--- src/acfg_pkg.sv ---
package acfg_pkg;
	// Register byte addresses, one aligned word each
	localparam logic [7:0] CFG_OFS     = 8'h00;
	localparam logic [7:0] SC2_OFS     = 8'h04;
	localparam logic [7:0] SC1_OFS     = 8'h08;
	localparam logic [7:0] RESH_OFS    = 8'h0C;
	localparam logic [7:0] RESL_OFS    = 8'h10;
	localparam logic [7:0] CVH_OFS     = 8'h14;
	localparam logic [7:0] CVL_OFS     = 8'h18;
	localparam logic [7:0] PIN1_OFS    = 8'h1C;
	localparam logic [7:0] PIN2_OFS    = 8'h20;
	// Field positions
	localparam int LP_BIT   = 7;
	localparam int DIV_LSB  = 5;
	localparam int LSMP_BIT = 4;
	localparam int MODE_LSB = 2;
	localparam int ICLK_LSB = 0;
	localparam int ACT_BIT  = 7;
	localparam int TRG_BIT  = 6;
	localparam int CFE_BIT  = 5;
	localparam int CGT_BIT  = 4;
	localparam int CONVERSION_COMPLETE_FLAG_BIT = 7;
	localparam int COMPLETE_INTERRUPT_ENABLE_BIT = 6;
	localparam int CONT_BIT = 5;
	// Reset values
	localparam logic [7:0] CFG_RST = 8'h00;
	localparam logic [7:0] SC2_RST = 8'h00;
	localparam logic [7:0] SC1_RST = 8'h1F;
	localparam logic [7:0] SC2_WMASK = 8'h70;
	// Conversion clock cycles per conversion phase
	localparam logic [5:0] SHORT_SMP_CYC = 6'h04;
	localparam logic [5:0] LONG_SMP_CYC  = 6'h18;
	localparam logic [5:0] SAR_CYC       = 6'h14;
	// Conversion sequencer states
	typedef enum logic [1:0] {ACFG_IDLE, ACFG_SAMPLE, ACFG_CONVERT} acfg_state_t;
endpackage

--- src/acfg_ctrl.sv ---
// The register addresses and the APB register port were left to the implementer.
`timescale 1ns/1ps
// Functional notes
// - Deep stop entry disables the converter automatically
// - Registers hold reset values after deep stop
// - Configuration bit 7 selects low power
// - Bits 6:5 divide input clock; 00 is one
// - Bit 4 selects long sample period
// - Bits 3:2 choose resolution; 10 is ten-bit
// - Bits 1:0 select clock source; 00 bus
// - Control two bit 7 shows conversion active
// - Control two bit 6 selects hardware trigger
// - Bit 5 enables compare; bit 4 direction
// - Direction one: greater-or-equal; zero: below
// - Control two bits 3:2 read zero
// - Control one bit 7 is complete flag
// - Control one bit 6 enables complete interrupt
// - Control one bit 5 selects continuous conversions
// - Control one bits 4:0 select channel
// - Result presented in two-byte register pair
// - High-byte read locks result until low read
// - Two-byte compare value register holds reference
// - Pin-control bits disable digital pin I/O
module acfg_ctrl (
	// Clock and reset
	input  wire logic        REF_CLK,
	input  wire logic        RST_N,
	// APB slave
	input  wire logic        PSEL,
	input  wire logic        PENABLE,
	input  wire logic        PWRITE,
	input  wire logic [7:0]  PADDR,
	input  wire logic [31:0] PWDATA,
	output logic             PREADY,
	output logic [31:0]      PRDATA,
	output logic             PSLVERR,
	// System and analog side
	input  wire logic        DEEP_STOP,
	input  wire logic        HW_TRIGGER,
	input  wire logic        ALT_CLK_TICK,
	input  wire logic        ASYNC_CLK_TICK,
	input  wire logic [11:0] ANALOG_CODE,
	output logic [4:0]       CHANNEL_SELECT,
	output logic             LOW_POWER_SELECT,
	output logic             SAMPLE_ENABLE,
	output logic             CONVERSION_ACTIVE,
	output logic             COMPLETE_IRQ,
	output logic [15:0]      PIN_DISABLE
);
	// Whole module state
	typedef struct packed {
		logic [7:0]  cfg;        // Configuration register
		logic [7:0]  sc2;        // Control two, writable bits
		logic [7:0]  sc1;        // Control one, writable bits
		logic        conversion_complete_flag;       // Complete flag
		logic        active;     // Conversion in progress
		logic [11:0] result;     // Result pair
		logic [11:0] lock_res;   // Frozen result for low-byte read
		logic        locked;     // High byte read, awaiting low
		logic [11:0] cmp_val;    // Compare value
		logic [15:0] pins;       // Pin control pair
		acfg_pkg::acfg_state_t st; // Sequencer state
		logic [5:0]  cnt;        // Phase counter in conversion clocks
		logic [2:0]  divc;       // Divider counter
		logic        tick_q;     // Divided conversion clock pulse
		logic        hw_q;       // Previous hardware trigger level
		logic        pready;     // APB ready
		logic [31:0] prdata;     // APB read data
		logic        pslverr;    // APB error
	} acfg_state_s_t;

	acfg_state_s_t s_q;          // Registered state
	acfg_state_s_t s_d;          // Next state
	logic          src_tick;     // Selected input clock pulse
	logic          div_hit;      // Divider terminal count
	logic [2:0]    div_max;      // Divider limit
	logic          acc;          // APB access phase
	logic          wr;           // Write in access phase
	logic          rd;           // Read in access phase
	logic          start;        // Conversion start request
	logic [11:0]   code;         // Resolution-trimmed code
	logic [11:0]   diff;         // Result minus compare value
	logic          cmp_ok;       // Compare condition met
	logic [11:0]   shown;        // Result seen by reads

	// Input clock source and divider
	always_comb begin
		case (s_q.cfg[acfg_pkg::ICLK_LSB +: 2])
			2'h0:    src_tick = 1'b1;
			2'h1:    src_tick = s_q.divc[0];
			2'h2:    src_tick = ALT_CLK_TICK;
			default: src_tick = ASYNC_CLK_TICK;
		endcase
		div_max = 3'((4'h1 << s_q.cfg[acfg_pkg::DIV_LSB +: 2]) - 4'h1);
		div_hit = src_tick && (s_q.divc[1:0] >= div_max[1:0] || div_max == 3'h7);
	end

	// Result trimmed to the chosen resolution
	always_comb begin
		case (s_q.cfg[acfg_pkg::MODE_LSB +: 2])
			2'h0:    code = {4'h0, ANALOG_CODE[11:4]};
			2'h2:    code = {2'h0, ANALOG_CODE[11:2]};
			default: code = ANALOG_CODE;
		endcase
		diff = code - s_q.cmp_val;
		// Direction one tests at or above, zero tests below
		cmp_ok = s_q.sc2[acfg_pkg::CGT_BIT] ? (code >= s_q.cmp_val)
			: (code < s_q.cmp_val);
		shown = s_q.locked ? s_q.lock_res : s_q.result;
	end

	// Bus decode
	assign acc = PSEL && PENABLE && !s_q.pready;
	assign wr  = acc && PWRITE;
	assign rd  = acc && !PWRITE;

	// Next state
	always_comb begin
		s_d = s_q;
		s_d.pready = acc;
		s_d.pslverr = 1'b0;
		s_d.prdata = 32'h0000_0000;
		s_d.hw_q = HW_TRIGGER;
		s_d.divc = src_tick ? s_q.divc + 3'h1 : s_q.divc;
		s_d.tick_q = div_hit;
		if (div_hit) begin
			s_d.divc = 3'h0;
		end
		start = 1'b0;
		// Register reads
		if (rd) begin
			case (PADDR)
				acfg_pkg::CFG_OFS:  s_d.prdata = {24'h0, s_q.cfg};
				acfg_pkg::SC2_OFS:  s_d.prdata = {24'h0, s_q.active, s_q.sc2[6:4],
					4'h0};
				acfg_pkg::SC1_OFS:  s_d.prdata = {24'h0, s_q.conversion_complete_flag, s_q.sc1[6:0]};
				acfg_pkg::RESH_OFS: begin
					s_d.prdata = {28'h0, shown[11:8]};
					s_d.locked = 1'b1;
					s_d.lock_res = shown;
				end
				acfg_pkg::RESL_OFS: begin
					s_d.prdata = {24'h0, shown[7:0]};
					s_d.locked = 1'b0;
					s_d.conversion_complete_flag = 1'b0;
				end
				acfg_pkg::CVH_OFS:  s_d.prdata = {28'h0, s_q.cmp_val[11:8]};
				acfg_pkg::CVL_OFS:  s_d.prdata = {24'h0, s_q.cmp_val[7:0]};
				acfg_pkg::PIN1_OFS: s_d.prdata = {24'h0, s_q.pins[7:0]};
				acfg_pkg::PIN2_OFS: s_d.prdata = {24'h0, s_q.pins[15:8]};
				default:            s_d.pslverr = 1'b1;
			endcase
		end
		// Register writes
		if (wr) begin
			case (PADDR)
				acfg_pkg::CFG_OFS: s_d.cfg = PWDATA[7:0];
				acfg_pkg::SC2_OFS: s_d.sc2 = PWDATA[7:0] & acfg_pkg::SC2_WMASK;
				acfg_pkg::SC1_OFS: begin
					s_d.sc1 = {1'b0, PWDATA[6:0]};
					s_d.conversion_complete_flag = 1'b0;
					s_d.active = 1'b0;
					s_d.st = acfg_pkg::ACFG_IDLE;
					start = !s_q.sc2[acfg_pkg::TRG_BIT] && PWDATA[4:0] != 5'h1F;
				end
				acfg_pkg::CVH_OFS:  s_d.cmp_val[11:8] = PWDATA[3:0];
				acfg_pkg::CVL_OFS:  s_d.cmp_val[7:0] = PWDATA[7:0];
				acfg_pkg::PIN1_OFS: s_d.pins[7:0] = PWDATA[7:0];
				acfg_pkg::PIN2_OFS: s_d.pins[15:8] = PWDATA[7:0];
				default:            s_d.pslverr = 1'b1;
			endcase
		end
		// Hardware trigger on rising edge
		if (s_q.sc2[acfg_pkg::TRG_BIT] && HW_TRIGGER && !s_q.hw_q
			&& s_q.st == acfg_pkg::ACFG_IDLE && s_q.sc1[4:0] != 5'h1F) begin
			start = 1'b1;
		end
		// Conversion sequencer
		case (s_q.st)
			acfg_pkg::ACFG_IDLE: begin
				// Waits for a start request below
			end
			acfg_pkg::ACFG_SAMPLE: begin
				if (s_q.tick_q) begin
					s_d.cnt = s_q.cnt - 6'h1;
					if (s_q.cnt == 6'h1) begin
						s_d.st = acfg_pkg::ACFG_CONVERT;
						s_d.cnt = acfg_pkg::SAR_CYC;
					end
				end
			end
			acfg_pkg::ACFG_CONVERT: begin
				if (s_q.tick_q) begin
					s_d.cnt = s_q.cnt - 6'h1;
					if (s_q.cnt == 6'h1) begin
						// Compare failure leaves result and flag untouched
						if (!s_q.sc2[acfg_pkg::CFE_BIT] || cmp_ok) begin
							s_d.result = s_q.sc2[acfg_pkg::CFE_BIT] ? diff : code;
							s_d.conversion_complete_flag = 1'b1;
						end
						if (s_q.sc1[acfg_pkg::CONT_BIT]) begin
							s_d.st = acfg_pkg::ACFG_SAMPLE;
							s_d.cnt = s_q.cfg[acfg_pkg::LSMP_BIT] ? acfg_pkg::LONG_SMP_CYC
								: acfg_pkg::SHORT_SMP_CYC;
						end else begin
							s_d.st = acfg_pkg::ACFG_IDLE;
							s_d.active = 1'b0;
						end
					end
				end
			end
			default: s_d.st = acfg_pkg::ACFG_IDLE;
		endcase
		// Start from any state, so a control one write mid-conversion restarts it unless hardware trigger or channel 1F is selected
		if (start) begin
			s_d.st = acfg_pkg::ACFG_SAMPLE;
			s_d.active = 1'b1;
			s_d.cnt = s_q.cfg[acfg_pkg::LSMP_BIT] ? acfg_pkg::LONG_SMP_CYC
				: acfg_pkg::SHORT_SMP_CYC;
		end
		// Deep stop forces every register except APB ready back to reset
		if (DEEP_STOP) begin
			s_d = '0;
			s_d.cfg = acfg_pkg::CFG_RST;
			s_d.sc2 = acfg_pkg::SC2_RST;
			s_d.sc1 = acfg_pkg::SC1_RST;
			s_d.st = acfg_pkg::ACFG_IDLE;
			s_d.pready = acc;
		end
	end

	// State register
	always_ff @(posedge REF_CLK or negedge RST_N) begin
		if (!RST_N) begin
			s_q <= '{cfg: acfg_pkg::CFG_RST, sc2: acfg_pkg::SC2_RST,
				sc1: acfg_pkg::SC1_RST, st: acfg_pkg::ACFG_IDLE, default: '0};
		end else begin
			s_q <= s_d;
		end
	end

	// Outputs straight from state
	assign PREADY            = s_q.pready;
	assign PRDATA            = s_q.prdata;
	assign PSLVERR           = s_q.pslverr;
	assign CHANNEL_SELECT    = s_q.sc1[4:0];
	assign LOW_POWER_SELECT  = s_q.cfg[acfg_pkg::LP_BIT];
	assign SAMPLE_ENABLE     = (s_q.st == acfg_pkg::ACFG_SAMPLE);
	assign CONVERSION_ACTIVE = s_q.active;
	assign COMPLETE_IRQ      = s_q.conversion_complete_flag && s_q.sc1[acfg_pkg::COMPLETE_INTERRUPT_ENABLE_BIT];
	assign PIN_DISABLE       = s_q.pins;

	// Checks
	stop_clears_a: assert property (@(posedge REF_CLK) disable iff (!RST_N)
		DEEP_STOP |=> !s_q.active && s_q.cfg == acfg_pkg::CFG_RST)
		else $error("deep stop did not reset");
	stop_regs_a: assert property (@(posedge REF_CLK) disable iff (!RST_N)
		DEEP_STOP |=> s_q.pins == 16'h0 && s_q.sc1 == acfg_pkg::SC1_RST)
		else $error("registers not at reset after deep stop");
	sw_start_a: assert property (@(posedge REF_CLK) disable iff (!RST_N)
		(wr && PADDR == acfg_pkg::SC1_OFS && !s_q.sc2[acfg_pkg::TRG_BIT]
		&& PWDATA[4:0] != 5'h1F && !DEEP_STOP) |=> s_q.active)
		else $error("software start missing");
	sc2_res_a: assert property (@(posedge REF_CLK) disable iff (!RST_N)
		$rose(PREADY) && $past(PADDR) == acfg_pkg::SC2_OFS && !$past(PWRITE)
		|-> PRDATA[3:0] == 4'h0)
		else $error("reserved bits read nonzero");
	lock_hold_a: assert property (@(posedge REF_CLK) disable iff (!RST_N)
		s_q.locked && !DEEP_STOP && !rd |=> $stable(s_q.lock_res))
		else $error("locked result changed");
	irq_gate_a: assert property (@(posedge REF_CLK) disable iff (!RST_N)
		!s_q.sc1[acfg_pkg::COMPLETE_INTERRUPT_ENABLE_BIT] |-> !COMPLETE_IRQ)
		else $error("interrupt without enable");
	single_end_a: assert property (@(posedge REF_CLK) disable iff (!RST_N)
		$fell(s_q.active) && !$past(DEEP_STOP) && !$past(wr)
		|-> !s_q.sc1[acfg_pkg::CONT_BIT])
		else $error("continuous mode stopped");
	cmp_gate_a: assert property (@(posedge REF_CLK) disable iff (!RST_N)
		s_q.st == acfg_pkg::ACFG_CONVERT && s_q.tick_q && s_q.cnt == 6'h1
		&& s_q.sc2[acfg_pkg::CFE_BIT] && !cmp_ok && !s_q.conversion_complete_flag && !wr && !DEEP_STOP
		|=> !s_q.conversion_complete_flag)
		else $error("compare failure set flag");

	// Configuration word lands as written
	cfg_write_a: assert property (@(posedge REF_CLK) disable iff (!RST_N)
		wr && PADDR == acfg_pkg::CFG_OFS && !DEEP_STOP |=> s_q.cfg == $past(PWDATA[7:0]))
		else $error("configuration write lost");
	// Control two keeps only trigger and compare bits
	sc2_mask_a: assert property (@(posedge REF_CLK) disable iff (!RST_N)
		wr && PADDR == acfg_pkg::SC2_OFS && !DEEP_STOP
		|=> s_q.sc2 == ($past(PWDATA[7:0]) & acfg_pkg::SC2_WMASK))
		else $error("control two write wrong");

	// Pin control bytes land as written
	pin_low_a: assert property (@(posedge REF_CLK) disable iff (!RST_N)
		wr && PADDR == acfg_pkg::PIN1_OFS && !DEEP_STOP |=> PIN_DISABLE[7:0] == $past(PWDATA[7:0]))
		else $error("first pin byte wrong");
	// Upper pin byte
	pin_high_a: assert property (@(posedge REF_CLK) disable iff (!RST_N)
		wr && PADDR == acfg_pkg::PIN2_OFS && !DEEP_STOP |=> PIN_DISABLE[15:8] == $past(PWDATA[7:0]))
		else $error("second pin byte wrong");

	// Compare value halves land as written
	cv_low_a: assert property (@(posedge REF_CLK) disable iff (!RST_N)
		wr && PADDR == acfg_pkg::CVL_OFS && !DEEP_STOP |=> s_q.cmp_val[7:0] == $past(PWDATA[7:0]))
		else $error("compare low byte wrong");
	// Upper compare bits
	cv_high_a: assert property (@(posedge REF_CLK) disable iff (!RST_N)
		wr && PADDR == acfg_pkg::CVH_OFS && !DEEP_STOP |=> s_q.cmp_val[11:8] == $past(PWDATA[3:0]))
		else $error("compare high bits wrong");

	// Active flag mirrors a busy sequencer
	active_flag_a: assert property (@(posedge REF_CLK) disable iff (!RST_N)
		s_q.active == (s_q.st != acfg_pkg::ACFG_IDLE))
		else $error("active flag out of step");
	// Bus clock divided by one ticks every cycle
	div_one_a: assert property (@(posedge REF_CLK) disable iff (!RST_N)
		s_q.cfg[acfg_pkg::DIV_LSB +: 2] == 2'h0 && s_q.cfg[acfg_pkg::ICLK_LSB +: 2] == 2'h0
		|-> div_hit)
		else $error("divide by one missed a tick");

	// Hardware edge starts a conversion
	hw_start_a: assert property (@(posedge REF_CLK) disable iff (!RST_N)
		s_q.sc2[acfg_pkg::TRG_BIT] && HW_TRIGGER && !s_q.hw_q && s_q.st == acfg_pkg::ACFG_IDLE
		&& s_q.sc1[4:0] != 5'h1F && !wr && !DEEP_STOP |=> s_q.active)
		else $error("hardware start missing");
	// Hardware trigger ignores control one writes
	sw_block_a: assert property (@(posedge REF_CLK) disable iff (!RST_N)
		wr && PADDR == acfg_pkg::SC1_OFS && s_q.sc2[acfg_pkg::TRG_BIT]
		&& !(HW_TRIGGER && !s_q.hw_q) |=> !s_q.active)
		else $error("software start in hardware mode");

	// Finished conversion raises the complete flag
	conversion_complete_flag_set_a: assert property (@(posedge REF_CLK) disable iff (!RST_N)
		s_q.st == acfg_pkg::ACFG_CONVERT && s_q.tick_q && s_q.cnt == 6'h1
		&& (!s_q.sc2[acfg_pkg::CFE_BIT] || cmp_ok) && !DEEP_STOP |=> s_q.conversion_complete_flag)
		else $error("complete flag not set");
	// Long sample loads the long count
	long_sample_a: assert property (@(posedge REF_CLK) disable iff (!RST_N)
		start && s_q.cfg[acfg_pkg::LSMP_BIT] && !DEEP_STOP |=> s_q.cnt == acfg_pkg::LONG_SMP_CYC)
		else $error("long sample count wrong");
	// Short sample loads the short count
	short_sample_a: assert property (@(posedge REF_CLK) disable iff (!RST_N)
		start && !s_q.cfg[acfg_pkg::LSMP_BIT] && !DEEP_STOP
		|=> s_q.cnt == acfg_pkg::SHORT_SMP_CYC)
		else $error("short sample count wrong");

	// Ten-bit mode keeps the top bits clear
	res_mode_a: assert property (@(posedge REF_CLK) disable iff (!RST_N)
		s_q.cfg[acfg_pkg::MODE_LSB +: 2] == 2'h2 |-> code[11:10] == 2'h0)
		else $error("ten-bit code too wide");
	// Deep stop leaves the sequencer idle
	stop_idle_a: assert property (@(posedge REF_CLK) disable iff (!RST_N)
		DEEP_STOP |=> s_q.st == acfg_pkg::ACFG_IDLE && !SAMPLE_ENABLE)
		else $error("sequencer busy after deep stop");
	// High byte read carries only four bits
	res_high_a: assert property (@(posedge REF_CLK) disable iff (!RST_N)
		rd && PADDR == acfg_pkg::RESH_OFS |=> PRDATA[31:4] == 28'h0)
		else $error("high byte read too wide");
	// High byte read sets the lock
	lock_set_a: assert property (@(posedge REF_CLK) disable iff (!RST_N)
		rd && PADDR == acfg_pkg::RESH_OFS && !DEEP_STOP |=> s_q.locked)
		else $error("high byte read did not lock");

	// Main scenarios reached
	single_cv: cover property (@(posedge REF_CLK) disable iff (!RST_N) $rose(s_q.conversion_complete_flag));
	lock_cv: cover property (@(posedge REF_CLK) disable iff (!RST_N) s_q.locked && s_q.active);
	hw_cv: cover property (@(posedge REF_CLK) disable iff (!RST_N)
		s_q.sc2[acfg_pkg::TRG_BIT] && $rose(s_q.active));
	cont_cv: cover property (@(posedge REF_CLK) disable iff (!RST_N)
		s_q.conversion_complete_flag && s_q.sc1[acfg_pkg::CONT_BIT] && s_q.active);
	stop_cv: cover property (@(posedge REF_CLK) disable iff (!RST_N)
		DEEP_STOP && s_q.active);
endmodule

--- config.mk ---
export PLATFORM = sky130hd
export DESIGN_NAME = acfg_ctrl
export DESIGN_NICKNAME = d
export VERILOG_FILES = /design/src/acfg_pkg.sv /design/src/acfg_ctrl.sv
export SDC_FILE = /design/constraint.sdc
export NUM_CORES = 1
export LEC_CHECK = 0
export BUFFER_PORTS_ARGS = -buffer_cell sky130_fd_sc_hd__clkbuf_2
export CELL_PAD_IN_SITES_DETAIL_PLACEMENT = 1
export CELL_PAD_IN_SITES_GLOBAL_PLACEMENT = 2
export CORE_MARGIN = 5
export CORE_UTILIZATION = 36
export CTS_BUF_LIST = sky130_fd_sc_hd__clkbuf_16
export CTS_CLUSTER_SIZE = 40
export DETAILED_ROUTE_END_ITERATION = 8
export PLACE_DENSITY = 0.88
export SKIP_LAST_GASP = 1
export SLEW_MARGIN = 15
export SYNTH_ARGS = -nofsm -noshare
export SYNTH_HDL_FRONTEND = slang
export SYNTH_SLANG_ARGS = --single-unit
--- constraint.sdc ---
create_clock -name REF_CLK -period 6.2 [get_ports REF_CLK]
set_input_delay 1.24 -clock REF_CLK [delete_from_list [all_inputs] [get_ports REF_CLK]]
set_output_delay 1.24 -clock REF_CLK [all_outputs]
set_load 0.01 [all_outputs]
==> results_dict.tcl, run 1 <==
set metrics [dict create \
    status "finished clean" \
    yosys_warnings 0 \
    p_leak_nw 2.83 \
    path_clk_slew_ns 0.07 \
    rsz0062_at_grt "false" \
    netlist_top_cells_count "nand2_1 (95), dfrtp_1 (90), a21oi_1 (62), mux2i_1 (54), buf_4 (53)" \
    period_needed_ns 3.74 \
    ir_drop_v 0.000120 \
    worstHoldStart "s_q[76]" \
    initial_core_util_pct 36.4 \
    via_per_inst 5.51 \
    critical_path.max_stage_delay_ns 0.50 \
    numCtsBuffers 9 \
    syn_area_sq_mm 0.00625 \
    syn_avg_cell_area_sq_um 8.77 \
    path_cells "clkbuf_2, mux2i_1, o21ai_0, ha_1, a21oi_1, o21ai_0, nand2_1, a2111oi_4, a211oi_4, mux2_1" \
    gr-total-overflow 0 \
    rows 48 \
    finalMaxSlewViolations 0 \
    fillCellCount 2085 \
    slew_headroom_pct 25.4 \
    port_buffers 71 \
    nets 812 \
    yosysMostFrequentCell "nand2_1" \
    pre_cts_ws_ns 2.10 \
    ys_seq_elements 95 \
    cp.required_ns 6.43 \
    die_w_microns 142 \
    htreeDepth 3 \
    cp-end-kind "flip-flop" \
    placed_area_sq_mm 0.00646 \
    cts_setup_buffers 0 \
    first_iter_violations 334 \
    p_per_area_mw_per_mm2 190 \
    cts-root-buf "clkbuf_16" \
    core_area_sq_mm 0.0172 \
    routed_wl_microns 19200 \
    antenna_found_initial 0 \
    cp_common_cell "o21ai_0" \
    finalHoldViolCount 0 \
    synth_ff_type "dfrtp_1" \
    clk_path_buf_depth 2 \
    crit_path_start_kind "input port" \
    synth_top_area_share_pct 36.0 \
    synth_top_area_cell "dfrtp_1" \
    io_pins 120 \
    gp_congestion 0.881 \
    final_area_sq_mm 0.00673 \
    reg2reg_from "s_q[121]" \
    die_height_microns 142 \
    syn2layout_area_growth_pct 7.62 \
    cts_tree "yes" \
    wire_per_inst_microns 20.0 \
    synth_area_leaders "dfrtp_1 (36%), mux2i_1 (8.6%), buf_4 (6.4%)" \
    antenna_cells 0 \
    drive_gt1_share_pct 15.2 \
    hp-class "reg -> reg" \
    crit_path_top_delay_cell "o21ai_0" \
    cts.sinks 95 \
    track_usage_pct 19.3 \
    detail-route-antenna-nets 0 \
    synth_edf_count 0 \
    r2r-end "s_q[95]" \
    vias 5307 \
    worst_pin_slew_ns 1.11 \
    timing.reg2reg.setup_slack_ns 2.64 \
    async_reset_ff_share_pct 100 \
    grt_pass1_wl_microns 30600 \
    crit_type "in -> reg" \
    ys_seq_area_share_pct 38.1 \
    hpwl_microns 14500 \
    hold_end "s_q[76]" \
    yosysUniqueCellTypes 69 \
    reg2reg_depth 9 \
    dieArea_sq_mm 0.0201 \
    finalSetupViolCount 0 \
    fmax_mhz 267 \
    whs_path_depth 2 \
    fin_crit_sh_pct 60.4 \
    grt_pass1_vias 5481 \
    utilization_pct 39.2 \
    setup_slack_ns 2.46 \
    maxCapViolCount 0 \
    finClkSkew_ns 0.00852 \
    first_pass_iters 5 \
    cp_max_fo 8 \
    drc 0 \
    critPathArrivalTime_ns 3.98 \
    holdBufCountCts 0 \
    post_cts_resized 0 \
    worstSkewPairLatency_ns 0.36 \
    syn_inst 713 \
    grt_max_degree 73 \
    finalSetupTns_ns 0 \
]
metrics by stage:
step / hold WS (ns) / std cells / total power, mW
floorplan: 0.473 / 736 / 0.722
global placement: 0.494 / 948 / 0.762
detailed placement: 0.502 / 948 / 0.768
CTS: 0.534 / 963 / 1.29
global route: 0.558 / 963 / 1.33
finish: 0.530 / 963 / 1.28
power breakdown:
group	switching, mW	internal (mW)
clock network	0.254	0.272
registers	0.00318	0.622
logic	0.0906	0.0393
worst max-delay path, delay by kind of cell:
| family | cells | cell delay [ns] |
|---|---|---|
| simple gates | 1 | 0.24 |
| fa+ha+maj | 1 | 0.43 |
| buf+inv | 1 | 0.11 |
| mux | 2 | 0.43 |
| compound gates | 5 | 1.52 |
kinds of logic (layout without fill, tap and decap cells):
group                      count (synthesis)  after routing  share of synthesized area (%)
adders and majority gates                 17             17                           3.52
DFF                                       95             95                           38.1
other                                      1             24                         0.0600
buffers and inverters                    114            116                           10.3
xor gates and xnor gates                  12             12                           1.68
muxes                                     61             61                           9.91
AOI/OAI and AO/OA                        153            153                           15.6
and+or+nand+nor                          260            260                           20.8
worst max path at each step:
stage	start	to	slack (ns)
floorplan	ANALOG_CODE[3]	s_q[91]	2.61
global placement	ANALOG_CODE[5]	s_q[97]	2.16
detailed placement	ANALOG_CODE[11]	s_q[95]	2.10
CTS	ANALOG_CODE[5]	s_q[95]	2.47
global route	ANALOG_CODE[11]	s_q[93]	2.26
finish	ANALOG_CODE[11]	s_q[95]	2.46
sequential cells by signal (all words and copies together), names as in the netlist:
name	count
LOW_POWER_SELECT	1
s_q	62
PRDATA	8
PIN_DISABLE	16
CHANNEL_SELECT	5
PSLVERR	1
CONVERSION_ACTIVE	1
PREADY	1
layer usage:
layer / part of all wire (%) / up-vias / wire length, microns / track usage, %
met2: 48 / 145 / 9260 / 32.4
met5: 0 / - / 0 / 0
met3: 5.0 / 23 / 952 / 3.24
met1: 45 / 2642 / 8690 / 26.0
li1: - / 2497 / - / -
met4: 1.6 / 0 / 306 / 5.00
cells in the final DEF (no fill, tap or decap), types with 24 or more instances in the layout:
| cell type | n |
|---|---|
| nand2_1 | 95 |
| dfrtp_1 | 90 |
| clkbuf_2 | 70 |
| a21oi_1 | 62 |
| mux2i_1 | 54 |
| nand3_1 | 50 |
| nor2_1 | 49 |
| o21ai_0 | 28 |
| inv_1 | 26 |
| conb_1 | 24 |
area by class of cell:
| class | count | area [sq um] | share of cell area, % |
|---|---|---|---|
| clock buffers | 9 | 225 | 3.35 |
| well taps | 225 | 282 | 4.18 |
| inverters | 26 | 97.6 | 1.45 |
| repair buffers | 75 | 388 | 5.76 |
| flip-flops and latches | 95 | 2380 | 35.4 |
| clock inverters | 6 | 45.0 | 0.669 |
| multi-input cells | 527 | 3310 | 49.2 |
No activity file was read; power rests on OpenSTA's default activity.
==> run 2: changes to the inputs <==
--- a/config.mk
+++ b/config.mk
@@ -9,11 +9,11 @@
 export CELL_PAD_IN_SITES_DETAIL_PLACEMENT = 1
 export CELL_PAD_IN_SITES_GLOBAL_PLACEMENT = 2
 export CORE_MARGIN = 5
-export CORE_UTILIZATION = 36
+export CORE_UTILIZATION = 34
 export CTS_BUF_LIST = sky130_fd_sc_hd__clkbuf_16
 export CTS_CLUSTER_SIZE = 40
 export DETAILED_ROUTE_END_ITERATION = 8
-export PLACE_DENSITY = 0.88
+export PLACE_DENSITY = 0.83
 export SKIP_LAST_GASP = 1
 export SLEW_MARGIN = 15
 export SYNTH_ARGS = -nofsm -noshare
==> constraint.sdc (replaced) <==
create_clock -name REF_CLK -period 3.7 [get_ports REF_CLK]
set_input_delay 0.74 -clock REF_CLK [delete_from_list [all_inputs] [get_ports REF_CLK]]
set_output_delay 0.74 -clock REF_CLK [all_outputs]
set_load 0.01 [all_outputs]
==> results_dict.tcl, run 2 (synthesis results as in run 1) <==
set metrics [dict create \
    finClkSkew_ns 0.00785 \
    grt_pass1_vias 5668 \
    critical_path.max_stage_delay_ns 0.75 \
    holdBufCountCts 0 \
    routed_wl_microns 19800 \
    finalHoldViolCount 0 \
    post_cts_resized 0 \
    cp_max_fo 24 \
    rsz0062_at_grt "false" \
    die_w_microns 146 \
    cts-root-buf "clkbuf_16" \
    wire_per_inst_microns 20.2 \
    core_area_sq_mm 0.0180 \
    top_register "s_q" \
    p_per_area_mw_per_mm2 316 \
    initial_core_util_pct 34.7 \
    finalMaxSlewViolations 0 \
    hpwl_microns 15300 \
    drive_gt1_share_pct 16.5 \
    ir_drop_v 0.000184 \
    cp-end-kind "flip-flop" \
    path_clk_slew_ns 0.07 \
    crit_path_top_delay_cell "dfrtp_1" \
    antenna_found_initial 0 \
    hp-class "in -> async" \
    vias 5327 \
    critPathArrivalTime_ns 3.61 \
    nets 823 \
    slew_headroom_pct 42.5 \
    largest_reg_flops 62 \
    io_pins 120 \
    path_cells "a21oi_1, ha_1, fa_1, nand2b_1, a21oi_2, a41oi_2, a2111oi_4, a211oi_4, mux2_1" \
    cts.sinks 95 \
    crit_type "reg -> reg" \
    cp.required_ns 3.93 \
    drc 0 \
    clk_path_buf_depth 2 \
    gp_congestion 0.856 \
    gr-total-overflow 0 \
    dieArea_sq_mm 0.0212 \
    holdWs_ns 0.490 \
    mostFrequentLayoutCells "nand2_1 (95), dfrtp_1 (90), clkbuf_2 (70), a21oi_1 (62), mux2i_1 (54)" \
    grt_pass1_wl_microns 32300 \
    final_common_cell "nand2_1" \
    finalSetupTns_ns 0 \
    rows 49 \
    fin_crit_sh_pct 91.3 \
    fmax_mhz 296 \
    finalSetupViolCount 0 \
    period_needed_ns 3.38 \
    grt_max_degree 66 \
    port_buffers 71 \
    first_iter_violations 345 \
    antenna_cells 0 \
    worstSkewPairLatency_ns 0.36 \
    first_pass_iters 4 \
    detail-route-antenna-nets 0 \
    htreeDepth 3 \
    cts_tree "yes" \
    cts_setup_buffers 0 \
    maxCapViolCount 0 \
    numCtsBuffers 9 \
    crit_path_start_kind "flip-flop" \
    worst_pin_slew_ns 0.862 \
    die_height_microns 146 \
    track_usage_pct 18.8 \
    via_per_inst 5.44 \
    syn2layout_area_growth_pct 9.07 \
    status "finished clean" \
    p_leak_nw 2.89 \
]
## run 2: cell count changes in the layout (fill, tap and decap cells not counted), sizes merged
cell	change
buf	+11
clkinv	+2
clkinvlp	-1
## run 2: metal layers
| layer | part of all wire, % | global-route usage (%) |
|---|---|---|
| met5 | 0 | 0 |
| met4 | 1.5 | 5.08 |
| met3 | 4.7 | 2.71 |
| met2 | 49 | 32.0 |
| met1 | 45 | 25.1 |
## run 2: metrics by stage
stage               instance area [sq um]  setup slack, ns  instances  power, mW  utilization [%]
finish                               6820            0.322        979       2.16             37.8
global route                         6820           0.0988        979       2.24             37.8
CTS                                  6820            0.318        979       2.17             37.8
detailed placement                   6550            0.204        963       1.29             36.3
global placement                     6550            0.297        963       1.28             36.3
floorplan                            6340            0.606        736       1.21                -
## run 2: critical path: cells and delay by family (launching register included)
kind            cells  cell delay [ns]
mux                 1             0.36
fa+ha+maj           2             0.70
simple gates        1             0.18
flops               1             0.75
compound gates      5             1.26
## run 2: final cells by class
class / instances / area [sq um]
clock buffers: 9 / 225
clock inverters: 7 / 47.5
fillers: 2145 / 11200
inverters: 26 / 97.6
multi-input cells: 527 / 3310
flip-flops and latches: 95 / 2380
well taps: 229 / 287
repair buffers: 86 / 470
## run 2: report_power, final
part / total [mW] / switching [mW] / internal, mW
clock: 0.884 / 0.427 / 0.457
sequential: 1.05 / 0.00507 / 1.04
combinational: 0.223 / 0.154 / 0.0689
total: 2.16 / 0.586 / 1.57
## run 2: final timing paths
kind	startpoint	end	slack, ns	cells past startpoint
setup / recovery	s_q[120]	s_q[95]	0.32	9
setup reg to reg	s_q[120]	s_q[95]	0.32	9
hold reg to reg	s_q[97]	s_q[97]	0.51	1
hold / removal	RST_N	PIN_DISABLE[14]	0.49	1
max in group asynchronous	RST_N	CHANNEL_SELECT[3]	2.40	2
min in group REF_CLK	s_q[97]	s_q[97]	0.51	1
==> run 3: changes to the inputs <==
--- a/config.mk
+++ b/config.mk
@@ -6,10 +6,10 @@
 export NUM_CORES = 1
 export LEC_CHECK = 0
 export BUFFER_PORTS_ARGS = -buffer_cell sky130_fd_sc_hd__clkbuf_2
-export CELL_PAD_IN_SITES_DETAIL_PLACEMENT = 1
-export CELL_PAD_IN_SITES_GLOBAL_PLACEMENT = 2
+export CELL_PAD_IN_SITES_DETAIL_PLACEMENT = 0
+export CELL_PAD_IN_SITES_GLOBAL_PLACEMENT = 1
 export CORE_MARGIN = 5
-export CORE_UTILIZATION = 34
+export CORE_UTILIZATION = 42
 export CTS_BUF_LIST = sky130_fd_sc_hd__clkbuf_16
 export CTS_CLUSTER_SIZE = 40
 export DETAILED_ROUTE_END_ITERATION = 8
==> results_dict.tcl, run 3 (synthesis results as in run 1) <==
set metrics [dict create \
    p_per_area_mw_per_mm2 328 \
    finClkSkew_ns 0.0115 \
    initial_core_util_pct 42.9 \
    die_w_microns 132 \
    first_iter_violations 448 \
    cp_max_fo 24 \
    holdWs_ns 0.478 \
    vias 5370 \
    top_register "s_q" \
    crit_type "reg -> reg" \
    clk_path_buf_depth 2 \
    routed_wl_microns 17600 \
    ir_drop_v 0.000258 \
    drc 0 \
    placed_area_sq_mm 0.00647 \
    worstSkewPairLatency_ns 0.36 \
    detail-route-antenna-nets 0 \
    port_buffers 71 \
    path_cells "a21oi_1, ha_1, fa_1, nand2b_1, a21oi_2, a41oi_2, a2111oi_4, a211oi_4, mux2_1" \
    p_int_mw 1.64 \
    core_area_sq_mm 0.0146 \
    final_area_sq_mm 0.00677 \
    gr-total-overflow 0 \
    path_buf_inv 0 \
    fillCellCount 1427 \
    cts-root-buf "clkbuf_16" \
    finalMaxSlewViolations 0 \
    seqPwrFrac_pct 47.2 \
    comb_power_share_pct 9.7 \
    wire_per_inst_microns 18.9 \
    post_cts_resized 0 \
    grt_pass1_vias 5285 \
    crit_path_top_delay_cell "dfrtp_1" \
    htreeDepth 3 \
    holdBufCountCts 0 \
    pre_cts_ws_ns 0.233 \
    cts_tree "yes" \
    largest_reg_flops 62 \
    path_clk_slew_ns 0.07 \
    final_common_cell "nand2_1" \
    via_per_inst 5.77 \
    status "finished clean" \
    place_inst 915 \
    cp.required_ns 3.94 \
    maxCapViolCount 0 \
    finalSetupViolCount 0 \
    finalSetupTns_ns 0 \
    antenna_found_initial 0 \
    io_pins 120 \
    dieArea_sq_mm 0.0174 \
    finalHoldViolCount 0 \
    sw_frac_of_total_pct 26.3 \
    hp-class "in -> async" \
    antenna_cells 0 \
    period_needed_ns 3.37 \
    cts_setup_buffers 0 \
    p_switching_uw 584 \
    drive_gt1_share_pct 16.2 \
    slew_headroom_pct 43.8 \
    nets 820 \
    worst_pin_slew_ns 0.842 \
    mostFrequentLayoutCells "nand2_1 (95), dfrtp_1 (90), clkbuf_2 (70), a21oi_1 (62), mux2i_1 (54)" \
    grt_max_degree 64 \
    p_leak_nw 2.88 \
    setup_slack_ns 0.330 \
    grt_pass1_wl_microns 28600 \
    track_usage_pct 20.2 \
    critPathArrivalTime_ns 3.61 \
    numCtsBuffers 9 \
    rsz0062_at_grt "false" \
    rows 44 \
    crit_path_start_kind "flip-flop" \
    gp_congestion 0.917 \
    first_pass_iters 6 \
    cp_top_family "compound AO/OA/AOI/OAI gates" \
    clkPwrFrac_pct 43.1 \
    utilization_pct 46.4 \
    syn2layout_area_growth_pct 8.22 \
    cts.sinks 95 \
    p_total_mw 2.22 \
    hpwl_microns 13200 \
    fmax_mhz 297 \
    fin_crit_sh_pct 91.1 \
    stdcell_count 931 \
    die_height_microns 132 \
    critical_path.max_stage_delay_ns 0.74 \
    cp-end-kind "flip-flop" \
]
-- run 3: cell count changes in the layout (fill, tap and decap cells not counted) --
cell / change
clkinv_2: -2
clkinvlp_4: +2
clkinv_4: -1
buf_4: -3
clkinv_1: -1
bufinv_16: +1
inv_1: +1
-- run 3: final cells by class --
type,count,area (sq um),area share [%]
Sequential cell,95,2380,35.2
Tap cell,184,230,3.40
Inverter,26,97.6,1.44
Clock inverter,7,73.8,1.09
Multi-Input combinational cell,527,3310,48.9
Clock buffer,9,225,3.33
Timing Repair Buffer,83,448,6.62
-- run 3: worst reg2reg max path: cells and delay by family, from the launching register on --
kind	cells	cell delay, ns
muxes	1	0.36
and+or+nand+nor	1	0.17
AOI/OAI and AO/OA	5	1.34
adders and majority gates	2	0.66
DFF	1	0.74
-- run 3: routing by layer --
| layer | up-vias | part of all wire [%] | GRT usage [%] |
|---|---|---|---|
| met2 | 200 | 46 | 31.1 |
| met5 | - | 0 | 0 |
| met1 | 2638 | 45 | 28.3 |
| met4 | 0 | 2.4 | 7.31 |
| li1 | 2507 | - | - |
| met3 | 25 | 6.1 | 3.85 |
-- run 3: worst paths after layout --
path	slack, ns	depth (start not counted)	from	end
max	0.33	9	s_q[120]	s_q[95]
min	0.48	1	RST_N	s_q[36]
max reg2reg	0.33	9	s_q[120]	s_q[95]
min reg2reg	0.51	1	s_q[93]	s_q[93]
max in group asynchronous	2.40	2	RST_N	CHANNEL_SELECT[0]
min in group REF_CLK	0.51	1	s_q[93]	s_q[93]
-- run 3: power groups by stage --
stage          sequential (mW)  combinational [mW]  clock (mW)
6_report                  1.05               0.216       0.957
5_1_grt                   1.05               0.240        1.02
2_1_floorplan             1.07               0.142           0
3_5_place_dp              1.07               0.214           0
3_3_place_gp              1.07               0.208           0
4_1_cts                   1.05               0.215       0.966
